`src/design/gp_pkg.sv`:
```
/*
  Package for the general-purpose I/O port slice: register offsets,
  field codes, reset values per port flavour and the register selector.
  Assumes a 32-bit APB register bus with word-aligned byte addresses.
*/
package gp_pkg;

  localparam int unsigned GP_PINS = 16;
  localparam int unsigned GP_AW   = 12;

  // Byte offsets of the registers inside one port.
  localparam logic [11:0] GP_OFF_PIN_MODE  = 12'h000;
  localparam logic [11:0] GP_OFF_DRIVE     = 12'h004;
  localparam logic [11:0] GP_OFF_SLEW      = 12'h008;
  localparam logic [11:0] GP_OFF_PULL      = 12'h00C;
  localparam logic [11:0] GP_OFF_PIN_IN    = 12'h010;
  localparam logic [11:0] GP_OFF_LATCH     = 12'h014;
  localparam logic [11:0] GP_OFF_BIT_CLEAR = 12'h028;

  // Two-bit pin mode codes.
  localparam logic [1:0] GP_MODE_INPUT  = 2'h0;
  localparam logic [1:0] GP_MODE_OUTPUT = 2'h1;
  localparam logic [1:0] GP_MODE_ALT    = 2'h2;
  localparam logic [1:0] GP_MODE_ANALOG = 2'h3;

  // Two-bit pull codes.
  localparam logic [1:0] GP_PULL_UP   = 2'h1;
  localparam logic [1:0] GP_PULL_DOWN = 2'h2;

  // Reset values that differ between port flavours, plus the zero values shared by all.
  localparam logic [31:0] GP_RST_MODE_A  = 32'hA800_0000;
  localparam logic [31:0] GP_RST_PULL_A  = 32'h6400_0000;
  localparam logic [31:0] GP_RST_MODE_B  = 32'h0000_0280;
  localparam logic [31:0] GP_RST_SLEW_B  = 32'h0000_00C0;
  localparam logic [31:0] GP_RST_PULL_B  = 32'h0000_0100;
  localparam logic [31:0] GP_RST_ZERO    = 32'h0000_0000;
  localparam logic [15:0] GP_RST_HALF    = 16'h0000;

  typedef enum logic [1:0] {
    GP_PORT_A,
    GP_PORT_B,
    GP_PORT_OTHER
  } gp_port_t;

  typedef enum logic [2:0] {
    GP_REG_PIN_MODE,
    GP_REG_DRIVE,
    GP_REG_SLEW,
    GP_REG_PULL,
    GP_REG_PIN_IN,
    GP_REG_LATCH,
    GP_REG_BIT_CLEAR,
    GP_REG_NONE
  } gp_reg_t;

endpackage

```
`src/design/gp_apb_decode.sv`:
```
/*
  APB address decoder for the I/O port: classifies the current address
  into a register selector and flags the setup and write-access phases.
  Assumes APB signalling from a single master on the port clock.
*/
`timescale 1ns/1ps
module gp_apb_decode
#(
  parameter bit HAS_BIT_CLEAR = 1'b1
)
(
  // Bus request
  input  wire logic               psel_i,
  input  wire logic               penable_i,
  input  wire logic               pwrite_i,
  input  wire logic [gp_pkg::GP_AW-1:0] paddr_i,
  // Decoded strobes
  output gp_pkg::gp_reg_t         reg_sel_o,
  output logic                    setup_o,
  output logic                    write_o
);
  import gp_pkg::*;

  assign setup_o = psel_i & ~penable_i;
  assign write_o = psel_i & penable_i & pwrite_i;

  always_comb
  begin
    unique case (paddr_i)
      GP_OFF_PIN_MODE:  reg_sel_o = GP_REG_PIN_MODE;
      GP_OFF_DRIVE:     reg_sel_o = GP_REG_DRIVE;
      GP_OFF_SLEW:      reg_sel_o = GP_REG_SLEW;
      GP_OFF_PULL:      reg_sel_o = GP_REG_PULL;
      GP_OFF_PIN_IN:    reg_sel_o = GP_REG_PIN_IN;
      GP_OFF_LATCH:     reg_sel_o = GP_REG_LATCH;
      // Without the option the clear offset is an ordinary hole.
      GP_OFF_BIT_CLEAR: reg_sel_o = HAS_BIT_CLEAR ? GP_REG_BIT_CLEAR : GP_REG_NONE;
      default:          reg_sel_o = GP_REG_NONE;
    endcase
  end

endmodule // gp_apb_decode

```
`src/design/gp_pin_drive.sv`:
```
/*
  Per-pin output driver: turns mode, drive type, latch and pull fields
  into active-low output enable and pull requests for the pad.
  Assumes the pad cell resolves the wire and applies the pull resistors.
*/
`timescale 1ns/1ps
module gp_pin_drive
(
  // Configuration
  input  wire logic [31:0]          mode_i,
  input  wire logic [15:0]          drive_i,
  input  wire logic [31:0]          pull_i,
  input  wire logic [15:0]          latch_i,
  // Pad side
  output logic      [15:0]          pin_oe_n_o,
  output logic      [15:0]          pull_up_o,
  output logic      [15:0]          pull_down_o
);
  import gp_pkg::*;

  for (genvar y = 0; y < GP_PINS; y++)
  begin : g_pin
    logic out_mode;
    assign out_mode = (mode_i[2*y+:2] == GP_MODE_OUTPUT);
    // Open-drain pins only drive the low level and float otherwise.
    assign pin_oe_n_o[y] = ~(out_mode & (~drive_i[y] | ~latch_i[y]));
    // Analog pins never get a pull, whatever the field holds.
    assign pull_up_o[y]   = (mode_i[2*y+:2] != GP_MODE_ANALOG) &
                            (pull_i[2*y+:2] == GP_PULL_UP);
    assign pull_down_o[y] = (mode_i[2*y+:2] != GP_MODE_ANALOG) &
                            (pull_i[2*y+:2] == GP_PULL_DOWN);
  end

endmodule // gp_pin_drive

```
`src/design/gp_port.sv`:
```
/*
  Sixteen-pin general-purpose I/O port with APB register access:
  pin mode, drive type, slew, pull, input sampling, output latch and
  the optional write-only bit-clear register.
  Assumes pins are synchronous to clk_i and an external pad resolves
  output, active-low enable and pull requests.
*/
// The APB register port was decided locally.
`timescale 1ns/1ps
module gp_port
#(
  parameter gp_pkg::gp_port_t PORT          = gp_pkg::GP_PORT_OTHER,
  parameter bit               HAS_BIT_CLEAR = 1'b1
)
(
  // Clock and reset
  input  wire logic                 clk_i,
  input  wire logic                 reset_n_i,
  // APB slave
  input  wire logic                 psel_i,
  input  wire logic                 penable_i,
  input  wire logic                 pwrite_i,
  input  wire logic [gp_pkg::GP_AW-1:0] paddr_i,
  input  wire logic [31:0]          pwdata_i,
  output logic      [31:0]          prdata_o,
  output logic                      pready_o,
  output logic                      pslverr_o,
  // Pins
  input  wire logic [15:0]          pin_in_i,
  output logic      [15:0]          pin_out_o,
  output logic      [15:0]          pin_oe_n_o,
  // Pad configuration
  output logic      [15:0]          pull_up_o,
  output logic      [15:0]          pull_down_o,
  output logic      [31:0]          slew_speed_o,
  output logic      [31:0]          pin_mode_o
);
  import gp_pkg::*;

  typedef struct packed {
    logic [31:0] pin_mode;
    logic [15:0] drive;
    logic [31:0] slew;
    logic [31:0] pull;
    logic [15:0] latch;
    logic [15:0] pin_in;
    logic [31:0] rdata;
    logic        err;
  } gp_state_t;

  // The reset image is a constant chosen by the port flavour, so the
  // asynchronous reset branch loads nothing but a fixed value.
  localparam logic [31:0] RST_MODE = (PORT == GP_PORT_A) ? GP_RST_MODE_A :
                                     (PORT == GP_PORT_B) ? GP_RST_MODE_B : GP_RST_ZERO;
  localparam logic [31:0] RST_SLEW = (PORT == GP_PORT_B) ? GP_RST_SLEW_B : GP_RST_ZERO;
  localparam logic [31:0] RST_PULL = (PORT == GP_PORT_A) ? GP_RST_PULL_A :
                                     (PORT == GP_PORT_B) ? GP_RST_PULL_B : GP_RST_ZERO;
  localparam gp_state_t   STATE_RST = '{RST_MODE, GP_RST_HALF, RST_SLEW, RST_PULL,
                                        GP_RST_HALF, GP_RST_HALF, GP_RST_ZERO, 1'b0};

  gp_state_t state_q;
  gp_state_t state_d;

  gp_reg_t   reg_sel;
  logic      setup;
  logic      write;
  logic [15:0] clear_mask;

  gp_apb_decode #(
    .HAS_BIT_CLEAR (HAS_BIT_CLEAR)
  ) u_decode (
    .psel_i    (psel_i),
    .penable_i (penable_i),
    .pwrite_i  (pwrite_i),
    .paddr_i   (paddr_i),
    .reg_sel_o (reg_sel),
    .setup_o   (setup),
    .write_o   (write)
  );

  // The clear register holds no state; a write acts on the latch at once.
  assign clear_mask = (write && reg_sel == GP_REG_BIT_CLEAR) ? pwdata_i[15:0] : GP_RST_HALF;

  always_comb
  begin
    state_d        = state_q;
    // Input pins are registered every cycle so reads show a stable value.
    state_d.pin_in = pin_in_i;

    // Read data and error are captured in the setup phase so that the
    // access phase can answer with zero wait states from flip-flops.
    if (setup)
    begin
      state_d.err   = (reg_sel == GP_REG_NONE);
      state_d.rdata = GP_RST_ZERO;
      unique case (reg_sel)
        GP_REG_PIN_MODE:  state_d.rdata = state_q.pin_mode;
        GP_REG_DRIVE:     state_d.rdata = {16'h0000, state_q.drive};
        GP_REG_SLEW:      state_d.rdata = state_q.slew;
        GP_REG_PULL:      state_d.rdata = state_q.pull;
        GP_REG_PIN_IN:    state_d.rdata = {16'h0000, state_q.pin_in};
        GP_REG_LATCH:     state_d.rdata = {16'h0000, state_q.latch};
        GP_REG_BIT_CLEAR: state_d.rdata = GP_RST_ZERO;
        GP_REG_NONE:      state_d.rdata = GP_RST_ZERO;
      endcase
    end

    if (write)
    begin
      unique case (reg_sel)
        GP_REG_PIN_MODE: state_d.pin_mode = pwdata_i;
        GP_REG_DRIVE:    state_d.drive    = pwdata_i[15:0];
        GP_REG_SLEW:     state_d.slew     = pwdata_i;
        GP_REG_PULL:     state_d.pull     = pwdata_i;
        // Upper sixteen bits are reserved and simply dropped.
        GP_REG_LATCH:    state_d.latch    = pwdata_i[15:0];
        GP_REG_PIN_IN,
        GP_REG_BIT_CLEAR,
        GP_REG_NONE:     state_d.latch    = state_q.latch;
      endcase
    end

    // Only ones clear; zeros in the mask leave each latch bit as it was.
    state_d.latch = state_d.latch & ~clear_mask;
  end

  always_ff @(posedge clk_i or negedge reset_n_i)
  begin
    if (!reset_n_i)
    begin
      state_q <= STATE_RST;
    end
    else
    begin
      state_q <= state_d;
    end
  end

  gp_pin_drive u_drive (
    .mode_i      (state_q.pin_mode),
    .drive_i     (state_q.drive),
    .pull_i      (state_q.pull),
    .latch_i     (state_q.latch),
    .pin_oe_n_o  (pin_oe_n_o),
    .pull_up_o   (pull_up_o),
    .pull_down_o (pull_down_o)
  );

  assign pin_out_o    = state_q.latch;
  assign slew_speed_o = state_q.slew;
  assign pin_mode_o   = state_q.pin_mode;
  assign prdata_o     = state_q.rdata;
  assign pslverr_o    = state_q.err & psel_i & penable_i;
  // Every access completes in its first access cycle.
  assign pready_o     = 1'b1;

endmodule // gp_port

```
`config.mk`:
```
export PLATFORM = sky130hd
export DESIGN_NAME = gp_port
export DESIGN_NICKNAME = d
export VERILOG_FILES = /design/src/design/gp_pkg.sv /design/src/design/gp_apb_decode.sv /design/src/design/gp_pin_drive.sv /design/src/design/gp_port.sv
export SDC_FILE = /design/constraint.sdc
export NUM_CORES = 1
export LEC_CHECK = 0
export BUFFER_PORTS_ARGS = -buffer_cell sky130_fd_sc_hd__buf_2
export CAP_MARGIN = 25
export CORE_MARGIN = 10
export CORE_UTILIZATION = 30
export CTS_BUF_LIST = sky130_fd_sc_hd__clkbuf_4 sky130_fd_sc_hd__clkbuf_8 sky130_fd_sc_hd__clkbuf_16
export DETAILED_ROUTE_END_ITERATION = 12
export REMOVE_ABC_BUFFERS = 1
export SLEW_MARGIN = 20
export SYNTH_ARGS = -nofsm -noshare
export SYNTH_HDL_FRONTEND = slang
export SYNTH_HIERARCHICAL = 1
export SYNTH_SLANG_ARGS = --single-unit
export TNS_END_PERCENT = 20
```
`constraint.sdc`:
```
create_clock -name clk_i -period 1.32 [get_ports clk_i]
set_input_delay 0.132 -clock clk_i [delete_from_list [all_inputs] [get_ports clk_i]]
set_output_delay 0.132 -clock clk_i [all_outputs]
set_load 0.05 [all_outputs]
```
After elaboration in Yosys (flattened, before gate mapping)
Index checks and enable logic that the tools add are counted.
{"block": "totals", "elab_cells": 218, "output_inout_bits": 162, "regBits": 177, "input_bits": 65}
{"block": "op_classes", "bitwise": 120, "n_eq_ne": 77, "n_reduce_logical": 8, "mux": 5}
{"operator": "32-bit case mux with 7 select lines", "count": 1}
{"operator": "2-bit by 1-bit equality test with 1-bit output, second input constant", "count": 32}
{"operator": "1-bit AND", "count": 53}
{"operator": "1-bit inverter", "count": 49}
{"operator": "16-bit 2-to-1 mux", "count": 3}
{"operator": "2-bit equality test, second input constant", "count": 16}
{"operator": "2-bit inequality test, second input constant", "count": 16}
{"operator": "12-bit by 4-bit equality test with 1-bit output, second input constant", "count": 2}
{"operator": "12-bit by 5-bit equality test with 1-bit output, second input constant", "count": 2}
{"operator": "3-bit case mux with 7 select lines", "count": 1}
{"operator": "16-bit AND", "count": 1}
{"operator": "16-bit inverter", "count": 1}
{"operator": "1-bit OR", "count": 16}
{"operator": "12-bit by 3-bit equality test with 1-bit output, second input constant", "count": 1}
{"operator": "12-bit by 6-bit equality test with 1-bit output, second input constant", "count": 1}
{"operator": "3-bit equality test, second input constant", "count": 4}
{"operator": "12-bit zero test", "count": 1}
{"operator": "2-bit AND reduction", "count": 4}
{"operator": "3-bit by 2-bit equality test with 1-bit output, second input constant", "count": 2}
{"operator": "3-bit by 1-bit equality test with 1-bit output, second input constant", "count": 1}
{"operator": "3-bit zero test", "count": 1}
{"operator": "2-bit OR reduction", "count": 1}
{"operator": "1-bit logical AND", "count": 1}

Depth between registers and ports, before layout
Gate-level depths: netlist of the first run.
{"block": "logic_depth", "ltp_word": 7, "mapped_depth": 9, "mapped_depth_nobuf": 6}

Hierarchy
Netlist of the first run, hierarchy kept.
{"module": "gp_port", "n_inst": 1, "cells_each": 693, "seq_area_each_um2": 4429.2, "area_per_inst_um2": 8505.7}
{"module": "gp_pin_drive", "n_inst": 1, "cells_each": 80, "seq_area_each_um2": 0.0, "area_per_inst_um2": 520.5}
{"module": "gp_apb_decode", "n_inst": 1, "cells_each": 10, "seq_area_each_um2": 0.0, "area_per_inst_um2": 73.8}

Worst setup path after synthesis of the first run
No wires, ideal clock.
{"block": "synth_timing", "kind": "input to register", "from": "in paddr_i[1] (netlist bit)", "to": "reg state_q (netlist bit pin_mode_o[10])", "required_time_ps": 1195, "arrival_ps": 1720, "n_path_buf": 1, "stages": 6, "setup_slack_ps": -525, "setup_time_ps": 125, "cell_sequence": "nor4_2 > nand4b_1 > or2_4 > nor2_4 > buf_6 > mux2_2"}
{"block": "synth_between", "elab_chain_cells": 4, "elab_cells_between_ends": 10, "classes_between": "eq/ne (6); mux (1); reduce/logical (3)"}
{"element": "start: declaration", "line_no": "gp_port.sv:23", "text": "input wire logic [gp_pkg::GP_AW-1:0] paddr_i,"}
{"element": "12-bit by 6-bit equality test with 1-bit output (tied with other cells)", "line_no": "gp_apb_decode.sv:29", "text": "unique case (paddr_i)"}
{"element": "3-bit case mux with 7 select lines *", "line_no": "gp_apb_decode.sv:29"}
{"element": "named net reg_sel[0]", "line_no": "gp_port.sv:64", "text": "gp_reg_t reg_sel;"}
{"element": "3-bit zero test *", "line_no": "gp_port.sv:110", "text": "unique case (reg_sel)"}
{"element": "2-bit AND reduction (no source line) *"}
{"element": "end signal: assignment", "line_no": "gp_port.sv:135", "text": "state_q <= state_d;"}
{"element": "end: declaration", "line_no": "gp_port.sv:61", "text": "gp_state_t state_q;"}
Mark *: on every way through the listed nets, which the timed path passes. The rest lies on a longest branch.
A chain may end at the register's enable or synchronous reset.

Worst setup path in the final report of the first run
{"block": "layout_timing", "from": "in paddr_i[0] (netlist bit)", "to": "reg state_q (netlist bit pin_mode_o[10])"}
The elaborated chain is that of the path after synthesis.

==> results of run 1 <==
## timing repair
item | in CTS | in global routing
endpoints found under the hold margin | 289 | 3
setup endpoints to repair | 216 | 239
hold buffers | 48 | 1
pin swaps | 34 | 20
buffers inserted | 23 | 7
cloned | 0 | 3
gates resized for setup | 202 | 85
## final cells by class
cell class / instances / area (um^2) / share of cell area
sequential: 177 / 4450 / 0.349
antenna: 1 / 2.50 / 0.000197
clock buffer: 19 / 453 / 0.0356
timing repair buffer: 374 / 3240 / 0.255
clock inverter: 12 / 146 / 0.0115
multi-input combinational: 436 / 3880 / 0.305
tap: 390 / 488 / 0.0383
inverter: 19 / 73.8 / 0.00580
## through the flow
step	TNS (ns)	utilization	instance area, um^2
after floorplan	-274.08	-	8000
after global placement	-98.71	0.348	10400
after detailed placement	-104.13	0.348	10400
after CTS	-26.95	0.413	12300
after global routing	-42.98	0.427	12700
final	-30.45	0.427	12700
## logic make-up after synthesis
group / count (synthesis)
flip-flops: 177
buffers and inverters: 170
multiplexers: 169
other: 1
AND/OR/NAND/NOR: 161
AO/OA/AOI/OAI: 105
## sequential cells by signal (all words and copies together), names as in the netlist
name          count
pin_mode_o       32
pin_out_o        16
prdata_o         32
slew_speed_o     32
state_q          65
## path summary, 6_finish.rpt
check                                 startpoint                to  slack [ns]  cells after the start
max in group asynchronous              reset_n_i    pin_mode_o[30]        0.61                      3
worst min-delay path                   reset_n_i       state_q[86]        0.21                      2
worst max register to register      pin_out_o[4]       prdata_o[4]        0.17                      5
worst min register to register  slew_speed_o[23]  slew_speed_o[23]        0.51                      1
min in group clk_i                     penable_i       prdata_o[6]        0.29                      7
worst max-delay path                  paddr_i[0]    pin_mode_o[10]       -0.29                     10
## per-layer routing
| layer | track usage | vias to the layer above |
|---|---|---|
| met5 | 0 | - |
| met4 | 0.0409 | 2 |
| met2 | 0.257 | 198 |
| met3 | 0.0403 | 27 |
| met1 | 0.196 | 3486 |
| li1 | - | 3118 |
## layout by cell type (no fill, tap or decap), drive strengths merged, types with 2 or more instances in the layout
cell,count
inv,25
a31oi,4
dfrtp,177
nand2b,2
mux2,124
dlygate4sd3,49
nor4,2
nor2,36
nand3,7
o22ai,29
clkbuf,38
buf,306
a21oi,44
o2bb2ai,3
o21ai,4
clkinvlp,3
mux2i,45
and3,2
nand2,38
and3b,32
nand3b,19
bufinv,2
o221ai,12
a2bb2oi,3
a22oi,3
nor2b,18
## critical path: stages
cell	delay, ns
buf_6	0.10
nor4_4	0.28
buf_4	0.17
buf_12	0.10
nand3_4	0.11
or2_4	0.29
nor2_4	0.10
buf_6	0.17
buf_6	0.14
mux2_2	0.33
## power groups by stage
stage / Combinational [uW] / Clock [uW] / Sequential (uW)
6_report: 1020 / 5250 / 5570
3_5_place_dp: 854 / 0 / 5670
5_1_grt: 1100 / 5560 / 5580
2_1_floorplan: 164 / 0 / 5860
4_1_cts: 1020 / 5370 / 5570
3_3_place_gp: 846 / 0 / 5670
==> flow_metrics.py, run 1 <==
metrics = {
    "run_status": {
        "status": "complete, but fails checks",
        "failed_checks": "negative setup slack",
    },
    "setup_path": {
        "arrival_ns": 1.92,
        "worst_ep_required_time_ns": 1.63,
        "endpoint_kind": "register",
        "crit_path_max_fanout": 7,
        "start_kind": "input port",
        "setup.worst_path.class": "input port to register",
    },
    "detailed_routing": {
        "drc": 0,
        "avgViaCountPerCell": 4.78,
        "wl_met1_um": 13600,
        "dr_wl_met3_um": 1470,
        "drtIter0Drc": 227,
        "postRouteAntennaNets": 0,
        "wl_per_cell_um": 21.2,
        "dr.pass1.iters": 4,
        "vias": 6831,
        "route.met2.wl_um": 14800,
        "top_layer_used": "met5",
        "drt-total-wl_um": 30300,
    },
    "power_and_ir_drop": {
        "p_int_uw": 8830,
        "powerDensity_mw_per_mm2": 930,
        "switching_share": 0.254,
        "p_comb_frac": 0.086,
        "pwr-share-seq": 0.470,
        "clock_power_share": 0.443,
        "switching_power_uw": 3010,
        "p_total_uw": 11800,
        "ir_worst_vdd_uv": 737,
        "p_leak_uw": 0.00640,
    },
    "yosys": {
        "yosysTopAreaCell": "dfrtp_1",
        "synth_edf_count": 0,
        "syn_area_per_cell_um2": 11.6,
        "ys_types": 43,
        "synth.top_cells.by_area": "dfrtp_1 (49%), buf_4 (10%), mux2_1 (8.2%), mux2_2 (7.2%), mux2i_1 (4.9%)",
        "synth.most_common_cell": "dfrtp_1",
        "seq_area_frac_synth": 0.487,
        "synthAdderAreaFrac": 0,
        "synth_top_family_by_area": "multiplexers",
        "ys_top_cells_by_count": "dfrtp_1 (177), buf_4 (122), mux2_1 (66)",
        "yosys_warnings": 6,
        "synth-compound-area-share": 0.0718,
        "synth-main-ff-cell": "dfrtp_1",
        "synthXorXnorAreaFrac": 0,
        "yosys-mux-area-fraction": 0.203,
        "synth-simple-area-share": 0.110,
        "async_flop_share": 1.00,
        "synth_top_area_share": 0.487,
        "synth_cells": 783,
        "syn_area_mm2": 0.00910,
        "synth-seq-cells": 177,
    },
    "cts": {
        "cts_max_path_buffers": 2,
        "clkTransAtPathRegs_ns": 0.07,
        "numCtsBuffers": 17,
        "htree_levels": 4,
        "clk_latency_ns": 0.44,
        "root_buffer": "clkbuf_16",
        "cts_tree": "done",
        "cts_sinks": 177,
    },
    "placed_design": {
        "gp_congestion": 0.771,
        "dp_cells": 1315,
        "dp_slack_ns": -0.743,
        "hpwl_um": 21500,
        "port_buffers": 225,
    },
    "timing": {
        "skew_ns": 0.0142,
        "max_freq_mhz": 619,
        "worst_slack_ns": -0.294,
        "rsz0062_at_grt": "true",
        "slew_violations": 0,
        "setup_viol": 202,
        "final-hold-violation-count": 0,
        "min_period_ns": 1.61,
        "post-route-period-util": 1.22,
        "whs_ns": 0.205,
    },
    "final_layout": {
        "final_nets": 1090,
        "area_delta_synth_final_pct": 39.9,
        "stdcell_count": 1428,
        "drive_gt1_frac": 0.480,
        "nFillCells": 2841,
    },
    "grt": {
        "grt_max_degree": 37,
        "grt_first_pass_wirelength_um": 45600,
        "grt_usage": 0.155,
        "antenna_found_initial": 2,
        "grt_pass1_vias": 7275,
        "overflow": 0,
    },
    "job": {
        "maxCapViolCount": 0,
    },
    "floorplanning": {
        "rows": 63,
        "die_x_um": 194,
        "die_h_um": 194,
        "ios": 227,
        "dieArea_mm2": 0.0377,
        "initial_core_util": 0.305,
        "coreArea_mm2": 0.0298,
    },
    "worst_hold_path": {
        "min_path_type": "input port to async pin",
    },
}
Power figures use the tool's default switching activity.
==> inputs of run 2 (changes only) <==
--- a/config.mk
+++ b/config.mk
@@ -12,6 +12,7 @@
 export CTS_BUF_LIST = sky130_fd_sc_hd__clkbuf_4 sky130_fd_sc_hd__clkbuf_8 sky130_fd_sc_hd__clkbuf_16
 export DETAILED_ROUTE_END_ITERATION = 12
 export REMOVE_ABC_BUFFERS = 1
+export SKIP_CTS_REPAIR_TIMING = 1
 export SLEW_MARGIN = 20
 export SYNTH_ARGS = -nofsm -noshare
 export SYNTH_HDL_FRONTEND = slang
==> run 2 against run 1 <==
The run still ends with negative setup slack left. Clock power barely moved. Routed wire length fell by 1.5%. Utilization fell by 1.1 points. Worst hold slack barely moved. Combinational power barely moved.
==> flow_metrics.py, run 2 (synthesis results as in run 1) <==
metrics = {
    "floorplanning": {
        "die_h_um": 194,
        "coreArea_mm2": 0.0298,
        "ios": 227,
        "initial_core_util": 0.305,
        "dieArea_mm2": 0.0377,
        "die_x_um": 194,
        "rows": 63,
    },
    "timing": {
        "worst_slack_ns": -0.296,
        "min_period_ns": 1.62,
        "skew_ns": 0.0185,
        "setup_viol": 199,
        "post-route-period-util": 1.22,
        "final-hold-violation-count": 0,
        "rsz0062_at_grt": "true",
        "max_freq_mhz": 619,
        "slew_violations": 0,
    },
    "grt": {
        "antenna_found_initial": 2,
        "grt_pass1_vias": 6887,
        "busiest_layer": "met2",
        "grt_max_degree": 37,
        "use_met2": 0.246,
        "met1_usage": 0.189,
        "grt_usage": 0.149,
        "met3_usage": 0.0417,
        "overflow": 0,
        "grt_first_pass_wirelength_um": 43500,
    },
    "cts": {
        "cts_sinks": 177,
        "cts_tree": "done",
        "clk_latency_ns": 0.44,
        "htree_levels": 4,
        "root_buffer": "clkbuf_16",
        "cts_max_path_buffers": 2,
        "numCtsBuffers": 17,
        "clkTransAtPathRegs_ns": 0.08,
    },
    "job": {
        "maxCapViolCount": 0,
    },
    "placed_design": {
        "gp_congestion": 0.771,
        "place_area_mm2": 0.0104,
        "hpwl_um": 21500,
        "port_buffers": 225,
    },
    "setup_path": {
        "crit_path_max_fanout": 7,
        "worst_ep_required_time_ns": 1.64,
        "arrival_ns": 1.94,
        "start_kind": "input port",
        "endpoint_kind": "register",
        "setup.worst_path.class": "input port to register",
    },
    "run_status": {
        "status": "complete, but fails checks",
        "failed_checks": "negative setup slack",
    },
    "power_and_ir_drop": {
        "switching_share": 0.253,
        "pwr-share-seq": 0.472,
        "p_comb_frac": 0.084,
        "clock_power_share": 0.444,
        "p_int_uw": 8820,
        "powerDensity_mw_per_mm2": 952,
        "switching_power_uw": 2990,
        "p_leak_uw": 0.00630,
        "ir_worst_vdd_uv": 743,
    },
    "final_layout": {
        "drive_gt1_frac": 0.456,
        "final_nets": 1078,
        "nFillCells": 2864,
        "largest_reg_flops": 65,
        "mostFrequentLayoutCells": "dfrtp_1 (160), buf_2 (150), buf_6 (69)",
        "fin_area_mm2": 0.0124,
        "layout_commonest_cell": "dfrtp_1",
        "final_util": 0.416,
        "largest-register": "state_q",
        "area_delta_synth_final_pct": 36.2,
    },
    "detailed_routing": {
        "drc": 0,
        "postRouteAntennaNets": 0,
        "avgViaCountPerCell": 4.72,
        "wl_per_cell_um": 21.1,
        "dr.pass1.iters": 4,
        "drtIter0Drc": 242,
        "drt-total-wl_um": 29900,
        "vias": 6689,
    },
    "worst_hold_path": {
        "min_path_type": "input port to async pin",
    },
}
==> run 2: worst paths after layout <==
kind	slack [ns]	cells past startpoint	from	end
max	-0.30	10	paddr_i[10]	pin_mode_o[3]
min	0.21	2	reset_n_i	state_q[40]
max reg2reg	0.20	4	state_q[71]	prdata_o[6]
min reg2reg	0.51	1	slew_speed_o[23]	slew_speed_o[23]
max in group asynchronous	0.61	3	reset_n_i	pin_mode_o[30]
min in group clk_i	0.29	5	penable_i	prdata_o[7]
==> run 2: power groups by stage <==
| stage | clock (uW) | sequential, uW | combinational [uW] |
|---|---|---|---|
| floorplan | 0 | 5860 | 164 |
| global placement | 0 | 5670 | 846 |
| detailed placement | 0 | 5670 | 854 |
| CTS | 5370 | 5560 | 855 |
| global route | 5560 | 5580 | 1080 |
| finish | 5240 | 5570 | 994 |
==> run 2: metal layers <==
metal	vias up	wire, um	part of all wire
met5	-	13	0.00044
met2	172	14900	0.50
met1	3404	13200	0.44
met4	2	257	0.0086
met3	18	1540	0.052
li1	3093	-	-
==> run 2: layout make-up <==
cell class / count / area, um^2 / share of cell area
Multi-Input combinational cell: 436 / 3690 / 0.298
Clock inverter: 12 / 146 / 0.0118
Inverter: 19 / 71.3 / 0.00575
Clock buffer: 19 / 453 / 0.0365
Tap cell: 390 / 488 / 0.0394
Timing Repair Buffer: 362 / 3090 / 0.249
Sequential cell: 177 / 4450 / 0.359
Antenna cell: 1 / 2.50 / 0.000202
==> run 2: through the flow <==
step	power (uW)	worst slack (ns)	TNS (ns)	hold WS, ns	instances
5_1_grt	12200	-0.346	-40.03	0.224	1415
2_1_floorplan	6030	-1.93	-274.08	-0.164	632
3_5_place_dp	6520	-0.743	-104.13	0.0886	1315
4_1_cts	11800	-0.333	-41.86	-0.385	1346
6_report	11800	-0.296	-27.97	0.206	1416
3_3_place_gp	6510	-0.701	-98.71	0.0907	1315
==> run 2: critical path: stages <==
cell	delay, ns
buf_6	0.09
nor4_2	0.27
buf_4	0.18
nand4b_1	0.11
buf_6	0.16
or2_4	0.24
nor2_4	0.11
buf_6	0.16
buf_8	0.15
mux2_2	0.34
==> inputs of run 3 (changes only) <==
--- a/config.mk
+++ b/config.mk
@@ -7,6 +7,7 @@
 export LEC_CHECK = 0
 export BUFFER_PORTS_ARGS = -buffer_cell sky130_fd_sc_hd__buf_2
 export CAP_MARGIN = 25
+export CORE_ASPECT_RATIO = 0.6
 export CORE_MARGIN = 10
 export CORE_UTILIZATION = 30
 export CTS_BUF_LIST = sky130_fd_sc_hd__clkbuf_4 sky130_fd_sc_hd__clkbuf_8 sky130_fd_sc_hd__clkbuf_16
==> constraint.sdc (replaced) <==
create_clock -name clk_i -period 1.93 [get_ports clk_i]
set_input_delay 0.193 -clock clk_i [delete_from_list [all_inputs] [get_ports clk_i]]
set_output_delay 0.193 -clock clk_i [all_outputs]
set_load 0.05 [all_outputs]
==> run 3 against run 2 <==
The run now ends clean. Critical path type is now register to output pin. Non-clock buffer count decreased by 42. Via count decreased by 1.2%. First-iteration DRC count increased by 81%. Total power decreased by 34%. Highest routed layer unchanged. Sequential power decreased by 32%. Clock power decreased by 37%.
==> flow_metrics.py, run 3 (synthesis results as in run 1) <==
metrics = {
    "final_layout": {
        "largest_reg_flops": 65,
        "final_nets": 1036,
        "final_util": 0.375,
        "largest-register": "state_q",
        "mostFrequentLayoutCells": "buf_2 (224), dfrtp_1 (177), mux2_1 (66)",
        "layout_commonest_cell": "buf_2",
        "drive_gt1_frac": 0.393,
        "diodes": 0,
        "nFillCells": 3034,
        "area_delta_synth_final_pct": 23.3,
        "stdcell_count": 1392,
    },
    "setup_path": {
        "worst_ep_required_time_ns": 1.74,
        "endpoint": "pull_up_o[3]",
        "arrival_ns": 1.50,
        "cp-startpoint": "pin_mode_o[7]",
        "endpoint_kind": "output pin",
        "crit_path_max_fanout": 5,
        "rr_startpoint": "state_q[71]",
        "rrSetupSlack_ns": 0.85,
        "setup.worst_path.class": "register to output pin",
        "start_kind": "register",
        "reg2reg_depth": 3,
        "rr_endpoint": "prdata_o[6]",
    },
    "timing": {
        "rsz0062_at_grt": "false",
        "skew_ns": 0.0108,
        "post-route-period-util": 0.878,
        "worst_slack_ns": 0.235,
        "slew_violations": 0,
        "min_period_ns": 1.69,
        "setup_viol": 0,
        "max_freq_mhz": 590,
        "final-hold-violation-count": 0,
    },
    "power_and_ir_drop": {
        "p_comb_frac": 0.080,
        "pwr-share-seq": 0.492,
        "p_leak_uw": 0.00589,
        "powerDensity_mw_per_mm2": 691,
        "switching_power_uw": 2010,
        "switching_share": 0.259,
        "clock_power_share": 0.429,
        "ir_worst_vdd_uv": 468,
        "p_int_uw": 5740,
        "p_total_uw": 7750,
    },
    "grt": {
        "grt_usage": 0.155,
        "met3_usage": 0.0481,
        "busiest_layer": "met2",
        "overflow": 0,
        "grt_max_degree": 48,
        "antenna_found_initial": 1,
        "grt_pass1_vias": 6774,
        "met1_usage": 0.204,
        "use_met2": 0.239,
        "grt_first_pass_wirelength_um": 44300,
    },
    "floorplanning": {
        "initial_core_util": 0.304,
        "coreArea_mm2": 0.0299,
        "rows": 49,
        "ios": 227,
        "dieArea_mm2": 0.0379,
        "die_x_um": 245,
        "die_h_um": 155,
    },
    "detailed_routing": {
        "wl_per_cell_um": 21.4,
        "vias": 6608,
        "postRouteAntennaNets": 0,
        "drt-total-wl_um": 29700,
        "drtIter0Drc": 437,
        "avgViaCountPerCell": 4.75,
        "drc": 0,
        "dr.pass1.iters": 5,
    },
    "cts": {
        "clkTransAtPathRegs_ns": 0.07,
        "cts_max_path_buffers": 2,
        "clk_latency_ns": 0.46,
        "htree_levels": 4,
        "numCtsBuffers": 17,
        "cts_tree": "done",
        "cts_sinks": 177,
        "root_buffer": "clkbuf_16",
    },
    "worst_hold_path": {
        "min_path_type": "input port to register",
    },
    "placed_design": {
        "gp_congestion": 0.789,
        "port_buffers": 225,
        "hpwl_um": 21800,
        "dp_slack_ns": -0.190,
        "dp_cells": 1321,
    },
    "job": {
        "maxCapViolCount": 0,
    },
    "run_status": {
        "status": "completed",
    },
}
## run 3: cell count changes in the layout (fill, tap and decap cells not counted), moves of 10 or more
cell	delta
nand2_2	-12
dlygate4sd3_1	-10
dfrtp_1	+17
mux2_4	-12
nand2_1	+13
mux2_2	+12
clkbuf_4	-16
buf_2	+74
dfrtp_2	-17
buf_6	-69
## run 3: critical path: stages (launching register included)
cell,delay [ns]
dfrtp_1,0.49
nand2_1,0.11
and3b_1,0.18
buf_2,0.27
## run 3: metal layers
layer,up-vias,part of all wire
met5,-,0.00044
met4,2,0.014
met3,30,0.064
met2,194,0.45
met1,3368,0.47
li1,3014,-
## run 3: area by class of cell
class / instances / area (um^2) / area share
Clock buffer: 22 / 475 / 0.0424
Clock inverter: 10 / 76.3 / 0.00680
Inverter: 19 / 71.3 / 0.00636
Multi-Input combinational cell: 436 / 3520 / 0.314
Sequential cell: 177 / 4430 / 0.395
Tap cell: 408 / 510 / 0.0455
Timing Repair Buffer: 320 / 2130 / 0.190
## run 3: how the worst min path moves through the flow
stage          depth (start not counted)        start       endpoint  slack (ns)
2_1_floorplan                          0    reset_n_i  pin_mode_o[0]       -0.10
3_5_place_dp                           1    reset_n_i   prdata_o[28]        0.16
5_1_grt                                2  pwdata_i[8]   pin_out_o[8]       0.002
4_1_cts                                1    reset_n_i   state_q[139]       -0.34
3_3_place_gp                           1    reset_n_i   prdata_o[28]        0.16
6_report                               2  pwdata_i[8]   pin_out_o[8]      0.0009
## run 3: power groups by stage
stage	Combinational, uW	Sequential, uW	Clock, uW
detailed placement	561	3880	0
floorplan	112	4010	0
CTS	564	3810	3430
finish	618	3810	3320
global placement	554	3880	0
global route	670	3810	3570
## run 3: metrics by stage
stage	instance area (um^2)	TNS (ns)	hold slack, ns
2_1_floorplan	8000	-185.70	-0.103
3_3_place_gp	10300	-14.13	0.157
5_1_grt	11200	0	0.00246
6_report	11200	0	0.000924
4_1_cts	10800	0	-0.336
3_5_place_dp	10300	-15.96	0.160
